**config.mk**
```make
export PLATFORM = sky130hd
export DESIGN_NAME = trm_top
export DESIGN_NICKNAME = d
export VERILOG_FILES = /design/src/include/trm_pkg.sv /design/src/rtl/trm_adapt_eq.sv /design/src/rtl/trm_eye_scan.sv /design/src/rtl/trm_top.sv
export VERILOG_INCLUDE_DIRS = /design/src /design/src/include
export SDC_FILE = /design/constraint.sdc
export NUM_CORES = 1
export LEC_CHECK = 0
export BUFFER_PORTS_ARGS = -buffer_cell sky130_fd_sc_hd__buf_4
export CORE_MARGIN = 2
export CORE_UTILIZATION = 36
export DETAILED_ROUTE_END_ITERATION = 10
export PLACE_DENSITY = 0.69
export SYNTH_ARGS = -nofsm -noshare
export SYNTH_HDL_FRONTEND = slang
export SYNTH_SLANG_ARGS = --single-unit
```
**constraint.sdc**
```tcl
create_clock -name clk_in -period 5.5 [get_ports clk_in]
set_input_delay 1.1 -clock clk_in [delete_from_list [all_inputs] [get_ports clk_in]]
set_output_delay 1.1 -clock clk_in [all_outputs]
set_load 0.01 [all_outputs]
```
**src/include/trm_defs.svh**
```systemverilog
// constants of the transceiver reconfiguration manager
`ifndef TRM_DEFS_SVH
`define TRM_DEFS_SVH
// channel and pll counts
`define TRM_NUM_CH 4
`define TRM_NUM_PLL 2
// request port word addresses
`define TRM_A_STATUS 3'h0
`define TRM_A_REFCLK 3'h1
`define TRM_A_DIV 3'h2
`define TRM_A_CHAN 3'h3
`define TRM_A_PLL 3'h4
`define TRM_A_EYE 3'h5
`define TRM_A_AEQ 3'h6
// write data field positions
`define TRM_F_IDX 0
`define TRM_F_TGT 2
`define TRM_F_VAL 4
`define TRM_F_PSEL 6
`define TRM_F_PART 7
`define TRM_F_PCS 8
`define TRM_F_WID 12
`define TRM_F_SRC 12
`define TRM_F_DIR 14
`define TRM_F_BOND 16
`define TRM_F_DIRECT 18
`define TRM_F_CORE 19
`define TRM_F_AEQ 20
// status word field positions
`define TRM_S_ERR 0
`define TRM_S_BUSY 1
`define TRM_S_EYE 2
`define TRM_S_FLD 8
// codes
`define TRM_SRC_DEDICATED 2'h0
`define TRM_DIR_TX 2'h1
`define TRM_DIR_RX 2'h2
// reset values
`define TRM_RST_DIV 2'h0
`define TRM_RST_PCS 4'hf
`define TRM_RST_WID 2'h0
`define TRM_RST_SET 2'h0
// timing: one field write takes 32 ns at 125 MHz
`define TRM_CLK_MHZ 125
`define TRM_FIELD_WR_NS 32
`define TRM_FIELD_WR_CYC ((`TRM_FIELD_WR_NS * `TRM_CLK_MHZ + 999) / 1000)
`define TRM_PI_STEPS 32
`define TRM_EYE_DWELL 16
`define TRM_EQ_MAX 4'hf
`endif

```
**src/include/trm_pkg.sv**
```systemverilog
// types of the transceiver reconfiguration manager
`include "trm_defs.svh"
package trm_pkg;
    typedef enum logic [1:0] {TRM_IDLE, TRM_WRITE, TRM_EYE} trm_state_t;

    typedef struct packed {
        trm_state_t state;
        logic busy;
        logic err;
        logic [7:0] cnt;
        logic [2*`TRM_NUM_CH-1:0] ch_div;
        logic [`TRM_NUM_CH-1:0] ch_pll;
        logic [2*`TRM_NUM_CH-1:0] ch_cdr;
        logic [4*`TRM_NUM_CH-1:0] ch_pcs;
        logic [2*`TRM_NUM_CH-1:0] ch_wid;
        logic [2*`TRM_NUM_CH-1:0] ch_rate;
        logic [2*`TRM_NUM_CH-1:0] ch_ref;
        logic [2*`TRM_NUM_PLL-1:0] pll_ref;
        logic [2*`TRM_NUM_PLL-1:0] pll_set;
        logic [3:0] fields;
        logic eye_start;
        logic [1:0] eye_ch;
        logic [5:0] eye_w;
        logic aeq_en;
        logic [1:0] aeq_ch;
        logic [31:0] rdata;
        logic rvalid;
    } trm_top_s_t;

    typedef struct packed {
        logic run;
        logic [4:0] phase;
        logic [7:0] dwell;
        logic bad;
        logic [5:0] width;
        logic done;
    } trm_eye_s_t;

    typedef struct packed {
        logic [5:0] tick;
        logic [3:0] eq;
    } trm_aeq_s_t;
endpackage : trm_pkg

```
**src/rtl/trm_adapt_eq.sv**
```systemverilog
// adaptive equalizer: nudges the receive equalizer toward the reference
`timescale 1ns/1ns
`default_nettype none
module trm_adapt_eq
    import trm_pkg::*;
(
    input wire logic clk_in,
    input wire logic rst_in,
    input wire logic enable_in,
    input wire logic [7:0] sig_level_in,
    input wire logic [7:0] ref_level_in,
    output logic [3:0] eq_out
);
    trm_aeq_s_t s_reg;
    trm_aeq_s_t s_next;

    ////////////////////////////////////////////////////////////////////////
    // compare once per tick wrap so the loop settles, not chatters
    always_comb
    begin
        s_next = s_reg;
        if (!enable_in)
            s_next.tick = 6'h00;
        else
        begin
            s_next.tick = s_reg.tick + 6'h01;
            if (s_reg.tick == 6'h3f)
            begin
                if (sig_level_in < ref_level_in && s_reg.eq != `TRM_EQ_MAX)
                    s_next.eq = s_reg.eq + 4'h1;
                else if (sig_level_in > ref_level_in && s_reg.eq != 4'h0)
                    s_next.eq = s_reg.eq - 4'h1;
            end
        end
    end

    // state register
    always_ff @(posedge clk_in)
    begin
        if (rst_in)
            s_reg <= '0;
        else
            s_reg <= s_next;
    end

    assign eq_out = s_reg.eq;
endmodule : trm_adapt_eq
`default_nettype wire

```
**src/rtl/trm_eye_scan.sv**
```systemverilog
// eye width scan: steps the phase interpolator and counts clean steps
`timescale 1ns/1ns
`default_nettype none
module trm_eye_scan
    import trm_pkg::*;
(
    input wire logic clk_in,
    input wire logic rst_in,
    input wire logic start_in,
    input wire logic err_in,
    output logic [4:0] phase_out,
    output logic done_out,
    output logic [5:0] width_out
);
    trm_eye_s_t s_reg;
    trm_eye_s_t s_next;

    ////////////////////////////////////////////////////////////////////////
    // one dwell per phase step; any sampler error spoils the step
    always_comb
    begin
        s_next = s_reg;
        s_next.done = 1'b0;
        if (start_in)
        begin
            s_next.run = 1'b1;
            s_next.phase = 5'h00;
            s_next.dwell = 8'h00;
            s_next.bad = 1'b0;
            s_next.width = 6'h00;
        end
        else if (s_reg.run)
        begin
            s_next.bad = s_reg.bad | err_in;
            if (s_reg.dwell == 8'(`TRM_EYE_DWELL - 1))
            begin
                s_next.dwell = 8'h00;
                s_next.bad = 1'b0;
                if (!(s_reg.bad | err_in))
                    s_next.width = s_reg.width + 6'h01;
                if (s_reg.phase == 5'(`TRM_PI_STEPS - 1))
                begin
                    s_next.run = 1'b0;
                    s_next.done = 1'b1;
                end
                else
                    s_next.phase = s_reg.phase + 5'h01;
            end
            else
                s_next.dwell = s_reg.dwell + 8'h01;
        end
    end

    // state register
    always_ff @(posedge clk_in)
    begin
        if (rst_in)
            s_reg <= '0;
        else
            s_reg <= s_next;
    end

    assign phase_out = s_reg.phase;
    assign done_out = s_reg.done;
    assign width_out = s_reg.width;
endmodule : trm_eye_scan
`default_nettype wire

```
**src/rtl/trm_top.sv**
```systemverilog
// transceiver reconfiguration manager: request port, checks and state
//
// Function
// - reference clock of pll or cdr switchable
// - only dedicated reference pin may be selected
// - requests arrive on a memory-mapped port
// - per-channel transmit divider of 1,2,4,8
// - cdr rate and pcs sub-block enables reprogrammable
// - channel may pick alternate pll in block
// - fabric-to-channel width reprogrammable
// - channel change touches only addressed channel
// - pll change reaches every channel using it
// - no tx-only to rx-only swap, or reverse
// - no bonding or lane-count changes
// - no direct analog mode switching
// - refuse pll change when driving bonded channels
// - no core switching, only sub-block enables
// - partial update writes only differing settings
// - eye scan steps phase, checks sampler errors
// - eye width counts clean steps, zero closed
// - adaptive equalizer enabled through request port
// - busy high during operation, requester waits
`timescale 1ns/1ns
`default_nettype none
`include "trm_defs.svh"
module trm_top
    import trm_pkg::*;
(
    input wire logic clk_in,
    input wire logic rst_in,
    input wire logic [2:0] avmm_address_in,
    input wire logic avmm_write_in,
    input wire logic avmm_read_in,
    input wire logic [31:0] avmm_writedata_in,
    output logic [31:0] avmm_readdata_out,
    output logic avmm_readdatavalid_out,
    output logic avmm_waitrequest_out,
    output logic busy_out,
    output logic error_out,
    input wire logic [2*`TRM_NUM_CH-1:0] ch_dir_in,
    input wire logic [2*`TRM_NUM_CH-1:0] ch_bond_in,
    input wire logic [`TRM_NUM_CH-1:0] ch_direct_in,
    input wire logic [`TRM_NUM_CH-1:0] ch_core_in,
    input wire logic [`TRM_NUM_CH-1:0] eye_sampler_err_in,
    input wire logic [7:0] aeq_sig_level_in,
    input wire logic [7:0] aeq_ref_level_in,
    output logic [2*`TRM_NUM_CH-1:0] tx_div_out,
    output logic [`TRM_NUM_CH-1:0] pll_sel_out,
    output logic [2*`TRM_NUM_CH-1:0] cdr_rate_out,
    output logic [4*`TRM_NUM_CH-1:0] pcs_en_out,
    output logic [2*`TRM_NUM_CH-1:0] width_out,
    output logic [2*`TRM_NUM_CH-1:0] tx_rate_out,
    output logic [2*`TRM_NUM_CH-1:0] cdr_refclk_out,
    output logic [2*`TRM_NUM_PLL-1:0] pll_refclk_out,
    output logic [2*`TRM_NUM_PLL-1:0] pll_setting_out,
    output logic [3:0] fields_written_out,
    output logic [4:0] phase_interpolator_phase_out,
    output logic [1:0] eye_sampler_ch_out,
    output logic [5:0] eye_width_out,
    output logic [1:0] adaptive_equalizer_ch_out,
    output logic [3:0] adaptive_equalizer_eq_out
);
    trm_top_s_t s_reg;
    trm_top_s_t s_next;

    logic acc;
    logic [1:0] idx;
    logic [1:0] val;
    logic psel;
    logic part;
    logic [3:0] pcs;
    logic [1:0] wid;
    logic [1:0] src;
    logic [3:0] diff;
    logic [3:0] wmask;
    logic [2:0] nfld;
    logic bad_chan;
    logic pll_bonded;
    logic eye_err;
    logic eye_done;
    logic [5:0] eye_width;

    ////////////////////////////////////////////////////////////////////////
    // request decode; writes stall while busy so none is lost
    assign acc = avmm_write_in && !s_reg.busy;
    assign idx = avmm_writedata_in[`TRM_F_IDX +: 2];
    assign val = avmm_writedata_in[`TRM_F_VAL +: 2];
    assign psel = avmm_writedata_in[`TRM_F_PSEL];
    assign part = avmm_writedata_in[`TRM_F_PART];
    assign pcs = avmm_writedata_in[`TRM_F_PCS +: 4];
    assign wid = avmm_writedata_in[`TRM_F_WID +: 2];
    assign src = avmm_writedata_in[`TRM_F_SRC +: 2];

    // settings that differ from the channel as it stands now
    assign diff[0] = s_reg.ch_pll[idx] != psel;
    assign diff[1] = s_reg.ch_cdr[idx*2 +: 2] != val;
    assign diff[2] = s_reg.ch_pcs[idx*4 +: 4] != pcs;
    assign diff[3] = s_reg.ch_wid[idx*2 +: 2] != wid;
    assign wmask = part ? diff : 4'hf;
    assign nfld = {2'b00, wmask[0]} + {2'b00, wmask[1]} + {2'b00, wmask[2]}
                + {2'b00, wmask[3]};

    ////////////////////////////////////////////////////////////////////////
    // unsupported channel transitions, judged against live configuration
    always_comb
    begin
        bad_chan = 1'b0;
        if (ch_dir_in[idx*2 +: 2] == `TRM_DIR_TX
            && avmm_writedata_in[`TRM_F_DIR +: 2] == `TRM_DIR_RX)
            bad_chan = 1'b1;
        if (ch_dir_in[idx*2 +: 2] == `TRM_DIR_RX
            && avmm_writedata_in[`TRM_F_DIR +: 2] == `TRM_DIR_TX)
            bad_chan = 1'b1;
        if (ch_bond_in[idx*2 +: 2] != avmm_writedata_in[`TRM_F_BOND +: 2])
            bad_chan = 1'b1;
        if (ch_direct_in[idx] != avmm_writedata_in[`TRM_F_DIRECT])
            bad_chan = 1'b1;
        if (ch_core_in[idx] != avmm_writedata_in[`TRM_F_CORE])
            bad_chan = 1'b1;
    end

    // a pll that clocks any bonded channel is locked against setting change, not against refclk change
    always_comb
    begin
        pll_bonded = 1'b0;
        for (int i = 0; i < `TRM_NUM_CH; i++)
        begin
            if (s_reg.ch_pll[i] == idx[0] && ch_bond_in[i*2 +: 2] != 2'h0)
                pll_bonded = 1'b1;
        end
    end

    ////////////////////////////////////////////////////////////////////////
    // main sequencer and register updates
    always_comb
    begin
        s_next = s_reg;
        s_next.rvalid = 1'b0;
        s_next.eye_start = 1'b0;
        if (avmm_read_in)
        begin
            s_next.rvalid = 1'b1;
            s_next.rdata = 32'h0;
            if (avmm_address_in == `TRM_A_STATUS)
            begin
                s_next.rdata[`TRM_S_ERR] = s_reg.err;
                s_next.rdata[`TRM_S_BUSY] = s_reg.busy;
                s_next.rdata[`TRM_S_EYE +: 6] = s_reg.eye_w;
                s_next.rdata[`TRM_S_FLD +: 4] = s_reg.fields;
            end
        end
        case (s_reg.state)
            TRM_IDLE:
            begin
                if (acc)
                begin
                    case (avmm_address_in)
                        `TRM_A_STATUS:
                        begin
                            // write one to clear the error flag
                            if (avmm_writedata_in[`TRM_S_ERR])
                                s_next.err = 1'b0;
                        end
                        `TRM_A_REFCLK:
                        begin
                            if (src != `TRM_SRC_DEDICATED)
                                s_next.err = 1'b1;
                            else
                            begin
                                if (avmm_writedata_in[`TRM_F_TGT])
                                    s_next.ch_ref[idx*2 +: 2] = val;
                                else
                                    s_next.pll_ref[idx[0]*2 +: 2] = val;
                                s_next.state = TRM_WRITE;
                                s_next.busy = 1'b1;
                                s_next.cnt = 8'(`TRM_FIELD_WR_CYC);
                            end
                        end
                        `TRM_A_DIV:
                        begin
                            // the requester vouches the mode fits the new rate
                            s_next.ch_div[idx*2 +: 2] = val;
                            s_next.state = TRM_WRITE;
                            s_next.busy = 1'b1;
                            s_next.cnt = 8'(`TRM_FIELD_WR_CYC);
                        end
                        `TRM_A_CHAN:
                        begin
                            if (bad_chan)
                                s_next.err = 1'b1;
                            else
                            begin
                                if (wmask[0])
                                    s_next.ch_pll[idx] = psel;
                                if (wmask[1])
                                    s_next.ch_cdr[idx*2 +: 2] = val;
                                if (wmask[2])
                                    s_next.ch_pcs[idx*4 +: 4] = pcs;
                                if (wmask[3])
                                    s_next.ch_wid[idx*2 +: 2] = wid;
                                s_next.fields = wmask;
                                s_next.state = TRM_WRITE;
                                s_next.busy = 1'b1;
                                // nothing to write still costs one cycle
                                if (nfld == 3'h0)
                                    s_next.cnt = 8'h01;
                                else
                                    s_next.cnt = 8'(nfld) * 8'(`TRM_FIELD_WR_CYC);
                            end
                        end
                        `TRM_A_PLL:
                        begin
                            if (pll_bonded)
                                s_next.err = 1'b1;
                            else
                            begin
                                s_next.pll_set[idx[0]*2 +: 2] = val;
                                s_next.state = TRM_WRITE;
                                s_next.busy = 1'b1;
                                s_next.cnt = 8'(`TRM_FIELD_WR_CYC);
                            end
                        end
                        `TRM_A_EYE:
                        begin
                            s_next.eye_start = 1'b1;
                            s_next.eye_ch = idx;
                            s_next.state = TRM_EYE;
                            s_next.busy = 1'b1;
                        end
                        `TRM_A_AEQ:
                        begin
                            s_next.aeq_en = avmm_writedata_in[`TRM_F_AEQ];
                            s_next.aeq_ch = idx;
                        end
                        default:
                        begin
                            // unmapped addresses are ignored
                        end
                    endcase
                end
            end
            TRM_WRITE:
            begin
                s_next.cnt = s_reg.cnt - 8'h01;
                if (s_reg.cnt == 8'h01)
                begin
                    s_next.state = TRM_IDLE;
                    s_next.busy = 1'b0;
                end
            end
            TRM_EYE:
            begin
                if (eye_done)
                begin
                    s_next.eye_w = eye_width;
                    s_next.state = TRM_IDLE;
                    s_next.busy = 1'b0;
                end
            end
            default:
            begin
                s_next.state = TRM_IDLE;
                s_next.busy = 1'b0;
            end
        endcase
        // every channel follows the setting of the pll it sits on
        for (int i = 0; i < `TRM_NUM_CH; i++)
            s_next.ch_rate[i*2 +: 2] = s_next.pll_set[s_next.ch_pll[i]*2 +: 2];
    end

    ////////////////////////////////////////////////////////////////////////
    // state register with documented power-on settings
    always_ff @(posedge clk_in)
    begin
        if (rst_in)
        begin
            s_reg <= '0;
            s_reg.state <= TRM_IDLE;
            s_reg.ch_div <= {`TRM_NUM_CH{`TRM_RST_DIV}};
            s_reg.ch_pcs <= {`TRM_NUM_CH{`TRM_RST_PCS}};
            s_reg.ch_wid <= {`TRM_NUM_CH{`TRM_RST_WID}};
            s_reg.pll_set <= {`TRM_NUM_PLL{`TRM_RST_SET}};
            s_reg.ch_rate <= {`TRM_NUM_CH{`TRM_RST_SET}};
        end
        else
            s_reg <= s_next;
    end

    ////////////////////////////////////////////////////////////////////////
    // eye scan and adaptive equalizer engines
    assign eye_err = eye_sampler_err_in[s_reg.eye_ch];

    trm_eye_scan u_eye
    (
        .clk_in(clk_in),
        .rst_in(rst_in),
        .start_in(s_reg.eye_start),
        .err_in(eye_err),
        .phase_out(phase_interpolator_phase_out),
        .done_out(eye_done),
        .width_out(eye_width)
    );

    trm_adapt_eq u_aeq
    (
        .clk_in(clk_in),
        .rst_in(rst_in),
        .enable_in(s_reg.aeq_en),
        .sig_level_in(aeq_sig_level_in),
        .ref_level_in(aeq_ref_level_in),
        .eq_out(adaptive_equalizer_eq_out)
    );

    ////////////////////////////////////////////////////////////////////////
    // outputs straight from the state register
    assign avmm_readdata_out = s_reg.rdata;
    assign avmm_readdatavalid_out = s_reg.rvalid;
    assign avmm_waitrequest_out = s_reg.busy;
    assign busy_out = s_reg.busy;
    assign error_out = s_reg.err;
    assign tx_div_out = s_reg.ch_div;
    assign pll_sel_out = s_reg.ch_pll;
    assign cdr_rate_out = s_reg.ch_cdr;
    assign pcs_en_out = s_reg.ch_pcs;
    assign width_out = s_reg.ch_wid;
    assign tx_rate_out = s_reg.ch_rate;
    assign cdr_refclk_out = s_reg.ch_ref;
    assign pll_refclk_out = s_reg.pll_ref;
    assign pll_setting_out = s_reg.pll_set;
    assign fields_written_out = s_reg.fields;
    assign eye_sampler_ch_out = s_reg.eye_ch;
    assign eye_width_out = s_reg.eye_w;
    assign adaptive_equalizer_ch_out = s_reg.aeq_ch;
endmodule : trm_top
`default_nettype wire

```
* Yosys cells after proc, flatten, opt, wreduce, memory -nomap -nowiden
Cells that the tools add are included.
** Storage, ports and cells
- Logic and storage cells :: 232
- Output and inout bits :: 127
- Bits in registers :: 141
** Cells by class
- Order comparisons :: 5
- Muxes and demuxes :: 75
- Equality and inequality tests :: 40
- Reductions and logical operators :: 43
- Shifts and indexed selects :: 16
- $add $sub $neg :: 13
- Bitwise operators :: 11
** Operators by type and width (count)
- 36-bit 2-to-1 mux :: 3
- 2-bit by 34-bit indexed part select with 8-bit output :: 2
- 8-bit 2-to-1 mux :: 8
- 56-bit 2-to-1 mux :: 1
- 2-bit negation with 34-bit output :: 1
- 3-bit negation with 34-bit output :: 1
- 4-bit negation with 34-bit output :: 1
- 2-bit by 34-bit variable shift with 4-bit output, first input constant :: 1
- 2-bit by 34-bit variable shift with 8-bit output, first input constant :: 1
- 4-bit by 34-bit variable shift with 16-bit output, first input constant :: 1
- 2-bit by 34-bit indexed part select with 4-bit output :: 1
- 4-bit by 34-bit indexed part select with 16-bit output :: 1
- 8-bit bitwise mux :: 4
- 4-bit 2-to-1 mux :: 8
- 8-bit one-hot mux with 4 select lines :: 1
- 8-bit by 4-bit indexed part select with 2-bit output :: 4
- 5-bit AND reduction :: 5
- 11-bit 2-to-1 mux :: 2
- 22-bit 2-to-1 mux :: 1
- 1-bit 2-to-1 mux :: 21
- 21-bit 2-to-1 mux :: 1
- 3-bit 2-to-1 mux :: 6
- 3-bit AND reduction :: 6
- 16-bit bitwise mux :: 1
- 60 further kinds :: 121

* Logic depth before layout (Yosys ltp)
Gate-level depths: netlist of the first run.
- Depth in word-level cells :: 14
- Depth in mapped cells :: 13
- Mapped depth without buffers :: 13

* Cells and area by module
From an unflattened synthesis of the first run, not the netlist that was laid out.
** Unflattened totals
- Cell total of the unflattened synthesis :: 914
- Area, all modules :: 8211.6 µm²
** By module, submodules not included
- trm_top :: cells an instance 697, area an instance 6298.5 µm², instances 1
- trm_eye_scan :: cells an instance 135, area an instance 1159.9 µm², instances 1
- trm_adapt_eq :: cells an instance 82, area an instance 753.2 µm², instances 1

* Worst setup path after synthesis of the first run
Ideal clock, no wire load.
- Path kind :: input-to-reg
- Start point :: input port avmm_writedata_in[0]
- End point :: register s_reg[119] (netlist bit)
- Data arrival time :: 4.112 ns
- Slack :: 1.262 ns
- Stages :: 13
- Required time :: 5.373 ns
- Setup time :: 0.127 ns
- Cells stage by stage :: buf_6 > buf_2 > buf_2 > mux4_2 > xnor2_1 > nand3_1 > fa_1 > ha_1 > nor3_1 > o32ai_1 > a21o_1 > o41ai_1 > nor3_1
** Between the ends
- Elaborated cells between the ends (all ways) :: 52
** RTL lines
- from (decl) :: line trm_top.sv:34 : input wire logic [31:0] avmm_writedata_in,
- 8-bit by 4-bit indexed part select with 2-bit output (*) :: line trm_top.sv:96 : assign diff[1] = s_reg.ch_cdr[idx*2 +: 2] != val;
- 2-bit != test (*) :: line trm_top.sv:96
- 4-bit 2-to-1 mux (*) :: line trm_top.sv:99 : assign wmask = part ? diff : 4'hf;
- named net wmask[1] :: line trm_top.sv:75 : logic [3:0] wmask;
- 1-bit by 1-bit adder with 2-bit output (*) :: line trm_top.sv:100 : assign nfld = {2'b00, wmask[0]} + {2'b00, wmask[1]} + {2'b00, wmask[2]}
- 2-bit by 1-bit adder with 3-bit output (*) :: line trm_top.sv:100
- 3-bit by 1-bit adder with 3-bit output (*) :: line trm_top.sv:101 : + {2'b00, wmask[3]};
- 3-bit zero test :: line trm_top.sv:205 : if (nfld == 3'h0)
- 5-bit 2-to-1 mux (*) :: line trm_top.sv:205
- 8-bit 2-to-1 mux (*) :: line trm_top.sv:189 : if (bad_chan)
- 8-bit one-hot mux with 4 select lines (*) :: line trm_top.sv:157 : case (avmm_address_in)
- 56-bit 2-to-1 mux (*) :: line trm_top.sv:155 : if (acc)
- 8-bit one-hot mux with 2 select lines (*) :: line trm_top.sv:152 : case (s_reg.state)
- to (signal assigned) :: line trm_top.sv:286 : s_reg <= s_next;
- to (decl) :: line trm_top.sv:63 : trm_top_s_t s_reg;
The timed path passes the listed nets; every way through them passes the cells marked *. The select of a mux whose other input is x is not followed.
A chain may end at the register's enable or synchronous reset.

* Final worst setup path of the first run
Ends and elaborated chain as after synthesis.

==> results of run 1 <==
power by group through the flow:
stage	sequential, mW	combinational (mW)	clock (mW)
global route	1.05	0.292	1.17
global placement	1.07	0.258	0
detailed placement	1.07	0.262	0
floorplan	1.06	0.187	0
finish	1.04	0.264	1.09
CTS	1.04	0.263	1.12
layer usage:
layer  share of wire, %  track usage, %  up-vias
met4                1.1            4.94        0
met1                 44            21.0     3049
li1                   -               -     3183
met3                7.3            5.10       18
met5                  0               0        -
met2                 48            28.4      210
stage by stage:
step                      instances  setup WS (ps)  total power, mW
final                          1269           1500             2.40
after global routing           1269           1290             2.50
after CTS                      1269           1560             2.43
after detailed placement       1237           1100             1.33
after global placement         1237           1210             1.32
after floorplan                 938           1260             1.25
worst reg2reg max path: cells and delay by family, from the launching register on:
kind,cells,cell delay (ps)
buffers and inverters,1,430
AND/OR/NAND/NOR,4,2060
AO/OA/AOI/OAI,1,140
flip-flops,1,500
area by class of cell:
cell class                      count  area share (%)
Inverter                           25            1.00
Tap cell                          285            3.81
Clock buffer                       20            4.88
Sequential cell                   141            30.2
Multi-Input combinational cell    604            44.4
Clock inverter                     12            1.10
Timing Repair Buffer              182            14.6
path summary, 6_finish.rpt:
kind                          endpoint  cells past startpoint                 startpoint  slack (ps)
max            s_reg[119]$_SDFFE_PP0P_                     11       avmm_writedata_in[0]        1500
min          u_aeq.s_reg[4]$_SDFF_PP0_                      1  u_aeq.s_reg[4]$_SDFF_PP0_         450
max reg2reg  width_out[4]$_SDFFE_PP0P_                      6    s_reg[127]$_SDFFE_PP0P_        2320
min reg2reg  u_aeq.s_reg[4]$_SDFF_PP0_                      1  u_aeq.s_reg[4]$_SDFF_PP0_         450
logic make-up (layout without fill, tap and decap cells):
logic type,count (synthesis),count (layout)
simple gates,298,298
fa+ha+maj,28,28
flops,141,141
other cells,1,20
buf+inv,193,239
xor+xnor,38,38
mux,79,79
compound gates,141,141
cell usage in the layout, fill, tap and decap left out, types with 16 or more instances in the layout:
cell       netlist  final
buf_4          124    182
dfxtp_1        141    141
nor2_1         112    112
a21oi_1         62     62
nand2_1         62     62
mux2i_1         61     61
ha_1            26     26
inv_1           24     24
xor2_1          22     22
o211ai_1        20     20
conb_1           1     20
nor3_1          17     17
nor2b_1         17     17
clkbuf_16        0     17
mux4_2          16     16
xnor2_1         16     16
==> flow_summary.yaml, run 1 <==
logic_synthesis:
  synth_most_common_cell: "dfxtp_1"
  synth_top_area_share_pct: 34.7
  synth_top_family_by_area: "simple AND/OR/NAND/NOR gates"
  synth_fa_ha_area_share_pct: 4.49
  yosys-top-cells-count: "141 x dfxtp_1, 124 x buf_4, 112 x nor2_1, 62 x a21oi_1, 62 x nand2_1"
  synth_compound_area_share_pct: 11.2
  yosys.area.top_type: "dfxtp_1"
  yosys_most_used_dff: "dfxtp_1"
  synthArstFlopShare_pct: 0
  ys_types: 61
  ys_seq_area_share_pct: 34.7
  syn_inst: 919
  synth.mux.area_fraction_pct: 12.3
  synth.avg_cell_area_sq_um: 8.86
  synth_edf_count: 0
  synth_area_leaders: "dfxtp_1 35%, buf_4 11%, mux2i_1 7.5%"
  synth_seq_cells: 141
  yosys.area_share.simple_pct: 17.9
  syn_area_sq_um: 8140
  synth-xor-area-share_pct: 4.09
  yosys_warnings: 0
critical_path:
  max_stage_delay_ps: 580
  crit_arrival_ps: 4300
  cp_num_buf_inv: 1
  slowest_stage: "mux4_2"
  critical_path.cell_chain: "buf_4 > mux4_2 > xnor2_1 > nand3_1 > fa_1 > ha_1 > nor3_1 > o32ai_1 > a21o_1 > o41ai_1 > nor3_1"
  cp.required_ps: 5800
  path_class: "in -> reg"
  cp-start-kind: "input port"
  cp_common_cell: "nor3_1"
  critical_path.max_fanout: 31
  worstSetupEndpointType: "flip-flop"
  path_delay_family: "adder cells"
placed_design:
  port-buffer-count: 177
  place_congestion: 0.862
  dpl-instance-area_sq_um: 8790
  place.detailed.hpwl_microns: 14900
global_routing:
  first_global_vias: 6203
  grt_usage_pct: 16.9
  grt_pass1_wl_microns: 32200
  grt_max_degree: 82
  grt.overflow.total: 0
  antenna_found_initial: 0
clock_tree:
  cts_tree: "done"
  cts-buffers-inserted: 17
  htree_levels: 4
  path_clk_slew_ps: 60
  cts_buffer_depth: 2
  post_cts_buffers: 0
  cts_hold_buf: 0
  ctsResizeCount: 0
  cts_root_buf: "clkbuf_16"
  cts.sinks: 141
  clkLatencyLatePin_ps: 420
layout:
  fill_cells: 2242
  regArea_sq_um: 2820
  area_delta_synth_final_pct: 14.9
  nets: 1082
  drive_gt1_share_pct: 24.8
  n_antenna_cell: 0
  post-route-util_pct: 41.7
  finalInstanceArea_sq_um: 9350
  largest_reg_flops: 16
  multiInputGateArea_sq_um: 4150
floorplanning:
  die_height_microns: 154
  fp.dieArea_sq_um: 23800
  io_pins: 210
  fp.coreArea_sq_um: 22400
  start_util_pct: 36.3
  fp-row-count: 55
  die_x_microns: 154
routing:
  wl_per_cell_microns: 15.7
  drt-total-wl_microns: 19900
  vias: 6460
  drtPass1Iterations: 5
  vias_per_cell: 5.09
  drt-initial-drc-count: 346
  drc: 0
  ant_nets: 0
sta:
  max_slew_margin_pct: 43.4
  slew_violations: 0
  fin_skew_ps: 14.4
  post-route-min-period_ps: 4000
  setup_viol: 0
  period_share_pct: 72.8
  holdWs_ps: 449
  worstMarginPinSlew_ps: 850
  max_freq_mhz: 250
  rsz0062_at_grt: "no"
  finalHoldViolations: 0
  tns_ps: 0
outcome:
  status: "completed"
pwr:
  p_sw_mw: 0.645
  power_density_nw_per_um2: 257
  seq_power_share_pct: 43.5
  peakVddDrop_uv: 195
  combPwrFrac_pct: 11.0
  clockPowerShare_pct: 45.5
  p_int_mw: 1.75
  swShare_pct: 26.9
  p_leak_nw: 4.05
worst_hold_path:
  hold_path_class: "reg -> reg"
flow_run:
  cap_violations: 0
Note: power is estimated with default switching activity, not from simulation.
==> inputs of run 2 (changes only) <==
--- a/config.mk
+++ b/config.mk
@@ -10,7 +10,7 @@
 export CORE_MARGIN = 2
 export CORE_UTILIZATION = 36
 export DETAILED_ROUTE_END_ITERATION = 10
-export PLACE_DENSITY = 0.69
+export PLACE_DENSITY = 0.71
 export SYNTH_ARGS = -nofsm -noshare
 export SYNTH_HDL_FRONTEND = slang
 export SYNTH_SLANG_ARGS = --single-unit
==> constraint.sdc (replaced) <==
create_clock -name clk_in -period 3.65 [get_ports clk_in]
set_input_delay 0.73 -clock clk_in [delete_from_list [all_inputs] [get_ports clk_in]]
set_output_delay 0.73 -clock clk_in [all_outputs]
set_load 0.01 [all_outputs]
==> run 2 against run 1 <==
Hold slack got worse by 2.3 ps; total power increased by 50%; non-clock buffer count increased by 15; combinational power increased by 57%; critical path type unchanged; highest routed layer unchanged; count of clock-buffer cells in the layout decreased by 2; via count increased by 1.1%; setup slack got worse by 1100 ps.
==> flow_summary.yaml, run 2 (same netlist as run 1, synthesis figures left out) <==
floorplanning:
  die_height_microns: 154
  start_util_pct: 36.3
  die_x_microns: 154
  fp.dieArea_sq_um: 23800
  fp.coreArea_sq_um: 22400
  io_pins: 210
  fp-row-count: 55
pwr:
  power_density_nw_per_um2: 379
  peakVddDrop_uv: 275
  p_sw_mw: 0.960
  p_int_mw: 2.63
  swShare_pct: 26.7
  clockPowerShare_pct: 44.7
  combPwrFrac_pct: 11.6
  p_leak_nw: 4.14
  seq_power_share_pct: 43.7
critical_path:
  cp.required_ps: 3940
  critical_path.max_fanout: 7
  crit_arrival_ps: 3520
  cp_num_buf_inv: 1
  reg2reg_depth: 10
  cp.depth: 11
  worstSetupEndpointType: "flip-flop"
  cp_common_cell: "nor3_1"
  path_class: "in -> reg"
  max_stage_delay_ps: 530
  critical_path.cell_chain: "buf_4 > mux4_2 > xnor2_1 > nand3_1 > fa_1 > ha_1 > nor3_1 > o32ai_1 > a21o_1 > o41ai_1 > nor3_1"
  slowest_stage: "mux4_2"
  cp-start-kind: "input port"
  r2r-end: "s_reg[119]$_SDFFE_PP0P_"
  path_delay_family: "adder cells"
  rr_startpoint: "pll_sel_out[3]$_SDFF_PP0_"
  ff2ff_setup_slack_ps: 530
layout:
  largest_reg_flops: 16
  final_cell_mix: "196 x buf_4, 141 x dfxtp_1, 112 x nor2_1"
  nets: 1097
  finalInstanceArea_sq_um: 9470
  post-route-util_pct: 42.2
  final_common_cell: "buf_4"
  drive_gt1_share_pct: 26.2
  fill_cells: 2208
  area_delta_synth_final_pct: 16.4
  n_antenna_cell: 0
placed_design:
  place.detailed.hpwl_microns: 15800
  place_congestion: 0.875
  dpl-instance-area_sq_um: 8930
  place_ws_ps: 43.7
  port-buffer-count: 177
routing:
  drt-total-wl_microns: 20600
  wl_per_cell_microns: 16.0
  ant_nets: 0
  drtPass1Iterations: 5
  vias_per_cell: 5.09
  vias: 6530
  drc: 0
  drt-initial-drc-count: 514
clock_tree:
  cts.sinks: 141
  ctsResizeCount: 0
  cts_tree: "done"
  post_cts_buffers: 0
  htree_levels: 4
  cts_hold_buf: 0
  cts_buffer_depth: 2
  clkLatencyLatePin_ps: 420
  cts_root_buf: "clkbuf_16"
  cts-buffers-inserted: 17
  path_clk_slew_ps: 60
global_routing:
  grt.overflow.total: 0
  grt_max_degree: 82
  grt_pass1_wl_microns: 33400
  grt_usage_pct: 17.5
  antenna_found_initial: 0
  first_global_vias: 6314
sta:
  setup_viol: 0
  post-route-min-period_ps: 3220
  worst_slack_ps: 427
  max_slew_margin_pct: 41.5
  fin_skew_ps: 9.77
  worstMarginPinSlew_ps: 878
  finalHoldViolations: 0
  holdWs_ps: 446
  tns_ps: 0
  rsz0062_at_grt: "no"
  period_share_pct: 88.3
  max_freq_mhz: 310
  slew_violations: 0
worst_hold_path:
  min-delay-start: "u_aeq.s_reg[4]$_SDFF_PP0_"
  hold_end: "u_aeq.s_reg[4]$_SDFF_PP0_"
  hold_path_class: "reg -> reg"
  hold_depth: 1
flow_run:
  cap_violations: 0
outcome:
  status: "completed"
[run 2: how the worst max path moves through the flow]
| stage | start | to | slack [ps] |
|---|---|---|---|
| floorplan | avmm_writedata_in[0] | s_reg[119]$_SDFFE_PP0P_ | 4 |
| global placement | avmm_writedata_in[1] | s_reg[119]$_SDFFE_PP0P_ | 90 |
| detailed placement | avmm_writedata_in[1] | s_reg[119]$_SDFFE_PP0P_ | 40 |
| CTS | avmm_writedata_in[1] | s_reg[119]$_SDFFE_PP0P_ | 490 |
| global route | avmm_writedata_in[0] | s_reg[119]$_SDFFE_PP0P_ | 330 |
| finish | avmm_writedata_in[0] | s_reg[119]$_SDFFE_PP0P_ | 430 |
[run 2: per-layer routing]
layer | up-vias | share of wire [%] | GRT usage [%]
met5 | - | 0 | 0
met2 | 210 | 46 | 28.0
li1 | 3199 | - | -
met1 | 3095 | 45 | 23.0
met4 | 0 | 1.7 | 5.47
met3 | 26 | 6.7 | 4.99
[run 2: final cells by class]
class	instances	area, sq um	share of cell area, %
Sequential cell	141	2820	29.8
Timing Repair Buffer	197	1490	15.7
Tap cell	285	357	3.76
Multi-Input combinational cell	604	4160	43.9
Inverter	25	93.8	0.990
Clock inverter	14	108	1.14
Clock buffer	18	439	4.64
[run 2: power by group through the flow]
stage          clock [mW]  sequential [mW]  combinational [mW]
2_1_floorplan           0             1.60               0.285
3_3_place_gp            0             1.60               0.405
3_5_place_dp            0             1.60               0.412
4_1_cts              1.65             1.57               0.414
5_1_grt              1.71             1.57               0.456
6_report             1.61             1.57               0.415
[run 2: worst register-to-register path: stages, from the launching register on]
cell     delay (ps)
dfxtp_1         350
mux4_2          490
xor2_1          170
or2_2           330
fa_1            470
ha_1            330
nor3_1          180
o32ai_1         110
a21o_1          210
o41ai_1         270
nor3_1           90
[run 2: metrics by stage]
step | instances | power (mW)
2_1_floorplan | 938 | 1.88
3_3_place_gp | 1252 | 2.01
3_5_place_dp | 1252 | 2.02
4_1_cts | 1284 | 3.63
5_1_grt | 1284 | 3.74
6_report | 1284 | 3.59
==> inputs of run 3 (changes only) <==
--- a/config.mk
+++ b/config.mk
@@ -9,8 +9,9 @@
 export BUFFER_PORTS_ARGS = -buffer_cell sky130_fd_sc_hd__buf_4
 export CORE_MARGIN = 2
 export CORE_UTILIZATION = 36
+export CTS_CLUSTER_SIZE = 30
 export DETAILED_ROUTE_END_ITERATION = 10
-export PLACE_DENSITY = 0.71
+export PLACE_DENSITY = 0.69
 export SYNTH_ARGS = -nofsm -noshare
 export SYNTH_HDL_FRONTEND = slang
 export SYNTH_SLANG_ARGS = --single-unit
==> constraint.sdc (replaced) <==
create_clock -name clk_in -period 4.1 [get_ports clk_in]
set_input_delay 0.82 -clock clk_in [delete_from_list [all_inputs] [get_ports clk_in]]
set_output_delay 0.82 -clock clk_in [all_outputs]
set_load 0.01 [all_outputs]
==> run 3 against run 2 <==
Total power shrank 7.7%; hold slack improved by 4.0 ps; critical path depth unchanged; wire length fell by 1.5%; via count shrank 0.80%; die area unchanged; non-clock buffer count decreased by 7; first-iteration DRC count is 28% lower; clock power fell by 4%; sequential share of layout area up 0.11 points; cell area fell by 0.36%.
==> flow_summary.yaml, run 3 (same netlist as run 1, synthesis figures left out) <==
routing:
  drtPass1Iterations: 4
  vias_per_cell: 5.07
  vias: 6478
  drt-initial-drc-count: 369
  drt-total-wl_microns: 20300
  wl_per_cell_microns: 15.9
  drc: 0
  ant_nets: 0
pwr:
  p_leak_nw: 4.11
  power_density_nw_per_um2: 351
  peakVddDrop_uv: 294
floorplanning:
  die_x_microns: 154
  io_pins: 210
  fp.coreArea_sq_um: 22400
  fp-row-count: 55
  die_height_microns: 154
  start_util_pct: 36.3
  fp.dieArea_sq_um: 23800
layout:
  largest_reg_flops: 16
  final_common_cell: "buf_4"
  drive_gt1_share_pct: 25.5
  n_antenna_cell: 0
  nets: 1090
  stdcell_count: 1277
  area_delta_synth_final_pct: 16.0
  fill_cells: 2203
  final_cell_mix: "190 x buf_4, 141 x dfxtp_1, 112 x nor2_1"
critical_path:
  critical_path.max_fanout: 10
  path_delay_family: "adder cells"
  slowest_stage: "mux4_2"
  max_stage_delay_ps: 520
  cp.required_ps: 4410
  worstSetupEndpointType: "flip-flop"
  cp_common_cell: "nor3_1"
  critical_path.cell_chain: "buf_4 > mux4_2 > xor2_1 > or2_2 > fa_1 > ha_1 > nor3_1 > o32ai_1 > a21o_1 > o41ai_1 > nor3_1"
  cp-start-kind: "input port"
  cp_num_buf_inv: 1
  crit_arrival_ps: 3640
  path_class: "in -> reg"
sta:
  max_slew_margin_pct: 45.4
  fin_skew_ps: 11.4
  worstMarginPinSlew_ps: 813
  period_share_pct: 81.3
  tns_ps: 0
  slew_violations: 0
  max_freq_mhz: 300
  finalHoldViolations: 0
  rsz0062_at_grt: "no"
  setup_viol: 0
  post-route-min-period_ps: 3330
flow_run:
  cap_violations: 0
outcome:
  status: "completed"
clock_tree:
  cts_tree: "done"
  post_cts_buffers: 0
  cts-buffers-inserted: 17
  clkLatencyLatePin_ps: 430
  path_clk_slew_ps: 60
  cts_root_buf: "clkbuf_16"
  cts_hold_buf: 0
  htree_levels: 4
  ctsResizeCount: 0
  cts_buffer_depth: 2
  cts.sinks: 141
global_routing:
  grt_max_degree: 73
  grt.overflow.total: 0
  antenna_found_initial: 0
  grt_usage_pct: 17.0
  grt_pass1_wl_microns: 32200
  first_global_vias: 6177
worst_hold_path:
  hold_path_class: "reg -> reg"
placed_design:
  port-buffer-count: 177
  placed_cells: 1245
  place_congestion: 0.866
  place.detailed.hpwl_microns: 15300
run 3: cell count changes in the layout (fill, tap and decap cells not counted), sizes merged:
cell      previous run  this run
bufinv               0         1
clkinvlp             1         2
buf                197       190
clkinv               7         5
run 3: worst paths after layout:
check	start	endpoint	slack [ps]	cells past startpoint
setup / recovery	avmm_writedata_in[1]	s_reg[119]$_SDFFE_PP0P_	770	11
hold / removal	u_aeq.s_reg[4]$_SDFF_PP0_	u_aeq.s_reg[4]$_SDFF_PP0_	450	1
setup reg to reg	pll_sel_out[3]$_SDFF_PP0_	s_reg[119]$_SDFFE_PP0P_	1040	10
hold reg to reg	u_aeq.s_reg[4]$_SDFF_PP0_	u_aeq.s_reg[4]$_SDFF_PP0_	450	1
run 3: final cells by class:
class                   instances  area [sq um]  area share (%)
clock buffers                  18           439            4.65
clock inverters                14           151            1.60
inverters                      25          93.8           0.994
multi-input cells             604          4150            44.0
flip-flops and latches        141          2820            29.9
well taps                     285           357            3.78
repair buffers                190          1430            15.1
run 3: worst reg2reg max path, delay by kind of cell, from the launching register on:
family	cells	cell delay [ps]
compound gates	3	550
xor+xnor	1	170
fa+ha+maj	2	800
flops	1	340
mux	1	480
simple gates	3	590
run 3: through the flow:
step | hold WS (ps) | utilization [%] | setup slack [ps] | power (mW) | area [sq um]
after floorplan | 418 | - | 142 | 1.67 | 8210
after global placement | 431 | 39.4 | 357 | 1.78 | 8850
after detailed placement | 443 | 39.4 | 318 | 1.79 | 8850
after CTS | 457 | 42.1 | 778 | 3.35 | 9440
after global routing | 473 | 42.1 | 602 | 3.44 | 9440
final | 450 | 42.1 | 768 | 3.31 | 9440
run 3: layer usage:
layer	vias to the layer above	share of wire, %	track usage, %
met3	20	7.5	5.13
met4	0	1.0	4.81
met1	3035	44	21.7
met5	-	0	0
met2	222	47	27.9
li1	3201	-	-
run 3: report_power, final:
part	switching, mW	total (mW)	internal (mW)
sequential	0.0176	1.40	1.38
combinational	0.207	0.360	0.154
clock	0.679	1.55	0.876
